**src/hw/ccr_regs.svh**
```systemverilog
// Constants for the code coverage recorder: widths, alignment and reset values
`ifndef CCR_REGS_SVH
`define CCR_REGS_SVH
// Execution address width (16 Mbyte space)
`define CCR_ADDR_W    24
// Number of mappable blocks
`define CCR_NBLK      8
// Block base keeps address bits 23:17 (128-Kbyte granule)
`define CCR_BASE_W    7
`define CCR_BASE_LSB  17
// Block size exponent: instruction only 256 Kbyte, with branches 128 Kbyte
`define CCR_LSB_INS   18
`define CCR_LSB_BR    17
// Program ROM base, as a block-base index, used after reset
`define CCR_ROM_BASE  7'h00
// Reset mode: instruction coverage only
`define CCR_MODE_RST  1'b0
`endif

```
**src/hw/ccr_pkg.sv**
```systemverilog
// Types shared by the code coverage recorder
`include "ccr_regs.svh"
package ccr_pkg;
  // One coverage cell: executed, branch condition met, branch condition not met
  typedef struct packed {
    logic exec;
    logic taken;
    logic ntaken;
  } ccr_cov_t;
  // One observed execution from the emulated processor
  typedef struct packed {
    logic                   vld;
    logic                   br;
    logic                   taken;
    logic [`CCR_ADDR_W-1:0] addr;
  } ccr_evt_t;
  // Block allocation: mode, block count minus one, base per block
  typedef struct packed {
    logic                                  br_mode;
    logic [2:0]                            nblk_m1;
    logic [`CCR_NBLK-1:0][`CCR_BASE_W-1:0] base;
  } ccr_map_t;
  // Host clear range, inclusive
  typedef struct packed {
    logic [`CCR_ADDR_W-1:0] lo;
    logic [`CCR_ADDR_W-1:0] hi;
  } ccr_rng_t;
endpackage

```
**src/hw/ccr_block_map.sv**
```systemverilog
// Address decoder: finds the allocated block and cell of an execution address
`timescale 1ns/1ps
`default_nettype none
`include "ccr_regs.svh"
module ccr_block_map #(
  parameter int ENT_W = 4
) (
  input  wire ccr_pkg::ccr_map_t         map_in,
  input  wire logic [`CCR_ADDR_W-1:0]    addr_in,
  output logic                           hit_out,
  output logic [2:0]                     blk_out,
  output logic [ENT_W-1:0]               ent_out
);
  import ccr_pkg::*;

  // ****************************************************
  // Block match, any placement of blocks accepted
  // ****************************************************
  // Compare only the bits above the block size
  function automatic logic blk_match(input logic [`CCR_BASE_W-1:0] b, input logic m,
                                     input logic [`CCR_ADDR_W-1:0] a);
    if (m)
      blk_match = (a[`CCR_ADDR_W-1:`CCR_BASE_LSB] == b);
    else
      blk_match = (a[`CCR_ADDR_W-1:`CCR_LSB_INS] == b[`CCR_BASE_W-1:1]);
  endfunction

  // Lowest matching block wins if host overlaps blocks
  always_comb
  begin
    hit_out = 1'b0;
    blk_out = 3'h0;
    for (int i = `CCR_NBLK - 1; i >= 0; i--)
    begin
      if (3'(i) <= map_in.nblk_m1 && blk_match(map_in.base[i], map_in.br_mode, addr_in))  // [RQ6]
      begin
        hit_out = 1'b1;
        blk_out = 3'(i);
      end
    end
    // Cell index from the top bits inside the block
    if (map_in.br_mode)
      ent_out = addr_in[`CCR_LSB_BR-1 -: ENT_W];
    else
      ent_out = addr_in[`CCR_LSB_INS-1 -: ENT_W];
  end
endmodule
`default_nettype wire

```
**src/hw/ccr_recorder.sv**
```systemverilog
// Code coverage recorder: passive capture, block map, retention buffer, break snapshot
//
// Contract
// RQ1 - Capture passively; never stall the processor
// RQ2 - Host view refreshed only at break; the code also zeroes the host view when a reallocation applies the new map
// RQ3 - Span 2 Mbyte instruction, 1 Mbyte with branch
// RQ4 - Instruction mode: 1-8 blocks, 256K aligned
// RQ5 - Branch mode: 1-8 blocks, 128K aligned
// RQ6 - Blocks may be contiguous or scattered
// RQ7 - Reset maps blocks onto program ROM
// RQ8 - Unallocated addresses leave coverage unchanged
// RQ9 - Reallocation first moves data to buffer
// RQ10 - Coverage accumulates until host clears
// RQ11 - Executed flag per instruction address
// RQ12 - Branch met and not-met kept separately
// RQ13 - Host clear zeroes bits in range
`timescale 1ns/1ps
`default_nettype none
`include "ccr_regs.svh"
module ccr_recorder #(
  parameter int ENT_W = 4                           // Cells per block = 2**ENT_W
) (
  input  wire logic                       clk_in,
  input  wire logic                       sys_rst_in,
  input  wire ccr_pkg::ccr_evt_t          evt_in,       // Fetch/branch event, same clock
  input  wire logic                       brk_in,       // Processor at a break (level)
  input  wire logic                       cfg_wr_in,    // New allocation strobe
  input  wire ccr_pkg::ccr_map_t          cfg_in,       // New allocation
  input  wire logic                       clr_in,       // Clear strobe
  input  wire ccr_pkg::ccr_rng_t          clr_rng_in,   // Clear range
  input  wire logic                       rd_buf_in,    // 0 snapshot, 1 retention buffer
  input  wire logic [`CCR_NBLK*(2**ENT_W)>1 ? $clog2(`CCR_NBLK*(2**ENT_W))-1 : 0:0] rd_idx_in,
  output ccr_pkg::ccr_cov_t               rd_data_out,  // Registered read data
  output logic [`CCR_BASE_W-1:0]          rd_base_out,  // Block base of that cell
  output logic                            busy_out      // Reallocation in progress
);
  import ccr_pkg::*;

  // ****************************************************
  // Constants and types
  // ****************************************************
  localparam int NENT  = `CCR_NBLK * (2**ENT_W);    // Total cells
  localparam int IDX_W = $clog2(NENT);

  // Reallocation sequence, one-hot
  typedef enum logic [2:0] {
    CCR_IDLE  = 3'b001,                             // Recording
    CCR_XFER  = 3'b010,                             // Move cells to buffer
    CCR_APPLY = 3'b100                              // Load new map, clear cells
  } ccr_state_t;

  // Reset allocation: consecutive 256K blocks from ROM base
  function automatic ccr_map_t rom_map();
    rom_map.br_mode = `CCR_MODE_RST;
    rom_map.nblk_m1 = 3'h7;
    for (int i = 0; i < `CCR_NBLK; i++)
      rom_map.base[i] = `CCR_ROM_BASE + 7'(2 * i);  // [RQ4] [RQ7]
  endfunction

  // Lowest address covered by cell k under a map
  function automatic logic [`CCR_ADDR_W-1:0] cell_addr(input ccr_map_t m, input int k);
    logic [`CCR_ADDR_W-1:0] a;
    a = '0;
    a[`CCR_ADDR_W-1:`CCR_BASE_LSB] = m.base[k / (2**ENT_W)];
    if (m.br_mode)
      a[`CCR_LSB_BR-1 -: ENT_W] = ENT_W'(k % (2**ENT_W));
    else
    begin
      a[`CCR_BASE_LSB] = 1'b0;                      // 256K alignment forced
      a[`CCR_LSB_INS-1 -: ENT_W] = ENT_W'(k % (2**ENT_W));
    end
    cell_addr = a;
  endfunction

  // Cell lies inside an allocated block and its lowest address lies inside the clear range
  function automatic logic in_clr(input ccr_map_t m, input int k, input ccr_rng_t r);
    logic [`CCR_ADDR_W-1:0] a;
    a = cell_addr(m, k);
    in_clr = (3'(k / (2**ENT_W)) <= m.nblk_m1) && (a >= r.lo) && (a <= r.hi);
  endfunction

  // ****************************************************
  // State
  // ****************************************************
  ccr_state_t            st_r, st_nxt;              // Sequence state
  ccr_map_t              map_r, map_nxt;            // Active allocation
  ccr_map_t              pend_r, pend_nxt;          // Allocation waiting to apply
  ccr_map_t              bmap_r, bmap_nxt;          // Allocation the buffer came from
  ccr_cov_t [NENT-1:0]   mem_r, mem_nxt;            // Coverage memory
  ccr_cov_t [NENT-1:0]   buf_r, buf_nxt;            // Retention buffer
  ccr_cov_t [NENT-1:0]   vis_r, vis_nxt;            // Host-visible snapshot
  logic                  brk_d_r;                   // Break level, delayed
  logic                  brk_rise;                  // Break just reached
  logic                  hit;                       // Event inside a block
  logic [2:0]            blk;                       // Matching block
  logic [ENT_W-1:0]      ent;                       // Cell within block
  logic [IDX_W-1:0]      rec_idx;                   // Flat cell index
  logic                  rec;                       // Event is recorded this cycle

  // Address decode of the incoming event
  ccr_block_map #(.ENT_W(ENT_W)) u_map (
    .map_in  (map_r),
    .addr_in (evt_in.addr),
    .hit_out (hit),
    .blk_out (blk),
    .ent_out (ent)
  );

  assign rec_idx  = IDX_W'({blk, ent});
  // Events never back-pressure the processor; cycles spent reallocating drop them
  assign rec      = (st_r == CCR_IDLE) && evt_in.vld && hit;  // [RQ1] [RQ8]
  assign brk_rise = brk_in && !brk_d_r;

  // ****************************************************
  // Next-state logic
  // ****************************************************
  // Clear first, record after, so an event beats a clear in the same cycle
  always_comb
  begin
    st_nxt   = st_r;
    map_nxt  = map_r;
    pend_nxt = pend_r;
    bmap_nxt = bmap_r;
    mem_nxt  = mem_r;
    buf_nxt  = buf_r;
    vis_nxt  = vis_r;
    case (st_r)
      CCR_IDLE:
      begin
        if (clr_in)
        begin
          for (int k = 0; k < NENT; k++)
          begin
            if (in_clr(map_r, k, clr_rng_in))
              mem_nxt[k] = '0;                      // [RQ13]
            if (in_clr(bmap_r, k, clr_rng_in))
              buf_nxt[k] = '0;                      // [RQ13]
          end
        end
        if (rec)
        begin
          mem_nxt[rec_idx].exec = 1'b1;             // [RQ11] [RQ10]
          if (map_r.br_mode && evt_in.br)
          begin
            // Build on the cleared value so a same-cycle clear still drops old outcomes
            mem_nxt[rec_idx].taken  = mem_nxt[rec_idx].taken | evt_in.taken;   // [RQ12]
            mem_nxt[rec_idx].ntaken = mem_nxt[rec_idx].ntaken | !evt_in.taken; // [RQ12]
          end
        end
        if (cfg_wr_in)
        begin
          pend_nxt = cfg_in;
          st_nxt   = CCR_XFER;
        end
      end
      CCR_XFER:
      begin
        // Same map again merges, a new map replaces the old buffer
        for (int k = 0; k < NENT; k++)
          buf_nxt[k] = (bmap_r == map_r) ? (buf_r[k] | mem_r[k]) : mem_r[k];  // [RQ9]
        bmap_nxt = map_r;
        st_nxt   = CCR_APPLY;
      end
      CCR_APPLY:
      begin
        map_nxt = pend_r;                           // [RQ4] [RQ5] [RQ3]
        mem_nxt = '0;                               // [RQ9]
        vis_nxt = '0;
        st_nxt  = CCR_IDLE;
      end
      default:
        st_nxt = CCR_IDLE;
    endcase
    // Snapshot only at a break; running values stay hidden
    if (brk_rise && st_r == CCR_IDLE)
      vis_nxt = mem_r;                              // [RQ2]
  end

  // ****************************************************
  // Registers
  // ****************************************************
  always_ff @(posedge clk_in)
  begin
    if (sys_rst_in)
    begin
      st_r        <= CCR_IDLE;
      map_r       <= rom_map();                     // [RQ7]
      pend_r      <= rom_map();
      bmap_r      <= rom_map();
      mem_r       <= '0;
      buf_r       <= '0;
      vis_r       <= '0;
      brk_d_r     <= 1'b0;
      rd_data_out <= '0;
      rd_base_out <= '0;
      busy_out    <= 1'b0;
    end
    else
    begin
      st_r        <= st_nxt;
      map_r       <= map_nxt;
      pend_r      <= pend_nxt;
      bmap_r      <= bmap_nxt;
      mem_r       <= mem_nxt;
      buf_r       <= buf_nxt;
      vis_r       <= vis_nxt;
      brk_d_r     <= brk_in;
      rd_data_out <= rd_buf_in ? buf_r[rd_idx_in] : vis_r[rd_idx_in];
      rd_base_out <= rd_buf_in ? bmap_r.base[rd_idx_in[IDX_W-1 -: 3]] : map_r.base[rd_idx_in[IDX_W-1 -: 3]];
      busy_out    <= (st_nxt != CCR_IDLE);
    end
  end
endmodule
`default_nettype wire

```
**config.mk**
```make
export PLATFORM = sky130hd
export DESIGN_NAME = ccr_recorder
export DESIGN_NICKNAME = d
export VERILOG_FILES = /design/src/hw/ccr_pkg.sv /design/src/hw/ccr_block_map.sv /design/src/hw/ccr_recorder.sv
export VERILOG_INCLUDE_DIRS = /design/src /design/src/hw
export SDC_FILE = /design/constraint.sdc
export NUM_CORES = 2
export LEC_CHECK = 0
export CAP_MARGIN = 15
export CORE_MARGIN = 3
export CORE_UTILIZATION = 60
export DETAILED_ROUTE_END_ITERATION = 8
export DONT_BUFFER_PORTS = 1
export PLACE_DENSITY_LB_ADDON = 0.2
export SLEW_MARGIN = 10
export SYNTH_ARGS = -nofsm -noshare
export SYNTH_HDL_FRONTEND = slang
export SYNTH_SLANG_ARGS = --single-unit
```
**constraint.sdc**
```tcl
create_clock -name clk_in -period 7.14 [get_ports clk_in]
set_clock_uncertainty 0.1 [all_clocks]
set_input_delay 0.357 -clock clk_in [delete_from_list [all_inputs] [get_ports clk_in]]
set_output_delay 0.357 -clock clk_in [all_outputs]
set_load 0.005 [all_outputs]
```
==> flow_metrics.tcl, run 1 <==
set metrics [dict create \
    grt.overflow.total 293 \
    synth_warnings 0 \
    status "did not finish" \
    cts-buffers-inserted 137 \
    cts_root_buf "clkbuf_16" \
    synth.distinct_cells 89 \
    synth_top_area_share_pct 35.28 \
    grt.total_usage_pct 82.89 \
    grt_max_degree 581 \
    globalplace.congestion 1.181 \
    avgSynthCellArea_um2 7.999 \
    initial_core_util_pct 60.63 \
    synth-seq-cells 1347 \
    async_flop_share_pct 0 \
    portBuffers 0 \
    synthTopCellsByArea "dfxtp_1 35%, mux4_2 8.5%, nand2_1 7.7%" \
    cts_num_sinks 1347 \
    die_height_um 362.9 \
    die_w_um 362.9 \
    synthTopCellsByCount "1562 x nand2_1, 1347 x dfxtp_1, 1064 x a21oi_1, 794 x nor2_1, 676 x nand3_1" \
    error "[ERROR GRT-0116] Global routing finished with congestion. Check the congestion regions in the DRC Viewer." \
    ys_seq_area_share_pct 35.28 \
    synth_edf_count 0 \
    yosys.area.top_type "dfxtp_1" \
    first_global_vias 102100 \
    syn_nets 9970 \
    pin_count 159 \
    syn_area_mm2 0.07642 \
    synth_top_flop_cell "dfxtp_1" \
    grt_pass1_wl_um 790500 \
    synth_cells 9554 \
    synth_most_common_cell "nand2_1" \
    cts_max_path_buffers 3 \
    num_rows 130 \
    ctsHtreeMaxLevel 4 \
    hpwlAfterDp_um 288400 \
    lastStage "global routing (5_1_grt)" \
]
per-stage QoR:
stage	setup WS [ns]	cells	hold slack [ns]	cell area (um^2)
2_1_floorplan	1.619	9554	0.3321	76420
3_5_place_dp	1.139	10730	0.3479	78290
3_3_place_gp	1.220	10730	0.3357	78290
4_1_cts	0.7394	11620	0.001265	89550
routing by layer:
layer / GRT overflow / global-route usage (%)
met4: 94 / 77.43
met1: 48 / 84.36
met3: 41 / 73.74
met2: 102 / 94.03
met5: 8 / 49.50
cells by family after synthesis:
| group | Yosys count | synth area share, % |
|---|---|---|
| buffers and inverters | 843 | 4.229 |
| muxes | 294 | 8.602 |
| and+or+nand+nor | 3722 | 21.72 |
| xor gates and xnor gates | 116 | 1.329 |
| DFF | 1347 | 35.28 |
| AOI/OAI and AO/OA | 2964 | 24.45 |
| adders and majority gates | 268 | 4.388 |
timing repair:
action,4_1_cts
setup buffers,0
hold buffers,648
resized for setup,0
hold endpoints to repair,1017
setup endpoints to repair,0
==> run 2: changes to the inputs <==
Settings changed: CORE_UTILIZATION 60 to 40, PLACE_DENSITY_LB_ADDON 0.2 to 0.15.
==> flow_metrics.tcl, run 2 <==
set metrics [dict create \
    status "finished with violations" \
    violations "setup timing" \
    reg_top3 "buf_r: 384 flops, mem_r: 384 flops, vis_r: 384 flops" \
    slew_headroom_pct 5.494 \
    area_growth_pct 21.92 \
    cts_num_sinks 1347 \
    worstSkewPairLatency_ns 0.85 \
    synth_cells 9554 \
    cts_resized 0 \
    nFillCells 18320 \
    syn_area_mm2 0.07642 \
    die_area_mm2 0.1963 \
    worstPathMaxFanout 14 \
    synthTopCellsByCount "1562 x nand2_1, 1347 x dfxtp_1, 1064 x a21oi_1, 794 x nor2_1, 676 x nand3_1" \
    cts_hold_buf 787 \
    ant_nets 0 \
    yosys.area.top_type "dfxtp_1" \
    initial_core_util_pct 40.48 \
    final_nets 10520 \
    hp-class "input port to register" \
    required_ns 7.75 \
    route.detailed.drc 0 \
    ys_seq_area_share_pct 35.28 \
    fin_crit_sh_pct 100.1 \
    wl_per_cell_um 35.88 \
    vdd_ir_drop_max_v 0.0001953 \
    vias 85940 \
    die_height_um 443.1 \
    path_clk_slew_ns 0.06 \
    final_area_mm2 0.09318 \
    setup_viol 1 \
    fmax_ghz 0.1399 \
    portBuffers 0 \
    synthTopCellsByArea "dfxtp_1 35%, mux4_2 8.5%, nand2_1 7.7%" \
    finalHoldViolations 0 \
    p_per_area_mw_per_mm2 190.8 \
    drv_cap 0 \
    worstSetupPathType "register to register" \
    synth_most_common_cell "nand2_1" \
    grt.overflow.total 0 \
    pin_count 159 \
    cts_tree "yes" \
    end_kind "register" \
    firstDrtPassIters 7 \
    fin_total_pwr_mw 17.78 \
    cts-buffers-inserted 153 \
    async_flop_share_pct 0 \
    synth.distinct_cells 89 \
    first_global_vias 80000 \
    startpoint_type "register" \
    cts_setup_buffers 0 \
    synth_top_flop_cell "dfxtp_1" \
    grt.total_usage_pct 44.89 \
    syn_nets 9970 \
    grt_setup_unrepaired "false" \
    cts_root_buf "clkbuf_16" \
    critical_path_arrival_ns 7.76 \
    grt_pass1_wl_um 629500 \
    placed_area_mm2 0.08000 \
    core_mm2 0.1888 \
    synth-seq-cells 1347 \
    cts_max_path_buffers 3 \
    ctsHtreeMaxLevel 4 \
    fin_util_pct 49.35 \
    drv_slew 0 \
    most-common-layout-cells "1557 x nand2_1, 1345 x dfxtp_1, 1059 x a21oi_1" \
    worstMarginPinSlew_ns 1.418 \
    grt_max_degree 720 \
    avgViaCountPerCell 6.741 \
    synth_warnings 0 \
    p_leak_nw 35.01 \
    synth_edf_count 0 \
    antenna_found_initial 55 \
    final.min_clock_period_ns 7.147 \
    die_w_um 443.1 \
    avgSynthCellArea_um2 7.999 \
    dr.first_iter.drc_count 12250 \
    globalplace.congestion 1.086 \
    hpwlAfterDp_um 322200 \
    num_rows 159 \
    synth_top_area_share_pct 35.28 \
    layout-drive-gt1-share_pct 10.25 \
    wl_um 457400 \
    final_common_cell "nand2_1" \
    fin_ws_ns -0.007299 \
]
[run 2: cell counts after synthesis]
Identical to the previous run, type by type.
[run 2: where the power goes]
| group | switching, mW | internal (mW) | leakage, nW |
|---|---|---|---|
| sequential | 0.0241 | 7.55 | 10.9 |
| combinational | 1.56 | 0.536 | 21.7 |
| clock | 3.49 | 4.62 | 2.50 |
[run 2: stage by stage]
step | hold WS [ns] | std cells | setup slack (ns) | setup TNS, ns
2_1_floorplan | 0.3321 | 9554 | 1.619 | 0
3_3_place_gp | 0.3387 | 11650 | 0.9295 | 0
3_5_place_dp | 0.3448 | 11650 | 0.9708 | 0
4_1_cts | 0.001369 | 12710 | 0.4513 | 0
5_1_grt | 0.03155 | 12720 | 0.02882 | 0
6_report | 0.05812 | 12750 | -0.007299 | -0.007299
[run 2: cell type report]
class                   instances  area (um^2)  share of cell area (%)
clock inverters                44        518.0                  0.5559
inverters                      71        269.0                  0.2887
clock buffers                 229         4558                   4.892
diodes                         30        75.07                 0.08057
multi-input cells            7364        46580                   49.99
repair buffers               1168        11080                   11.89
flip-flops and latches       1347        26970                   28.95
well taps                    2495         3122                   3.350
[run 2: path summary, 6_finish.rpt]
path	from	to	slack [ns]	cells past startpoint
max reg2reg	map_r[59]	mem_r[207]	-0.007	19
min	rd_idx_in[4]	rd_base_out[0]	0.06	3
max	map_r[59]	mem_r[207]	-0.007	19
min reg2reg	pend_r[54]	map_r[54]	0.35	2
[run 2: layer usage]
metal | GRT usage, % | share of wire [%] | vias to the layer above
met5 | 1.099 | 0.11 | -
met1 | 56.74 | 38 | 42440
met4 | 32.43 | 8.6 | 30
met3 | 12.42 | 11 | 1350
li1 | - | - | 36370
met2 | 65.43 | 42 | 5751
[run 2: cell families after synthesis]
group	Yosys count	share of synthesized area, %
mux	294	8.602
xor+xnor	116	1.329
flops	1347	35.28
compound gates	2964	24.45
buf+inv	843	4.229
simple gates	3722	21.72
fa+ha+maj	268	4.388
[run 2: critical path, cell delays in order, from the launching register on]
cell           delay (ns)
dfxtp_4              0.41
inv_1                0.33
ha_1                 0.75
nor4b_1              0.30
buf_4                0.25
nand4_1              0.11
buf_4                0.33
nor4_1               0.48
o2bb2ai_1            0.52
and3_1               0.40
a2111oi_0            0.42
buf_4                0.18
nand4_1              0.35
a22oi_1              0.26
and4b_1              0.34
nor4b_4              0.33
buf_12               0.24
buf_12               0.18
o31ai_1              0.08
dlygate4sd3_1        0.61
Power figures use the tool's default switching activity.
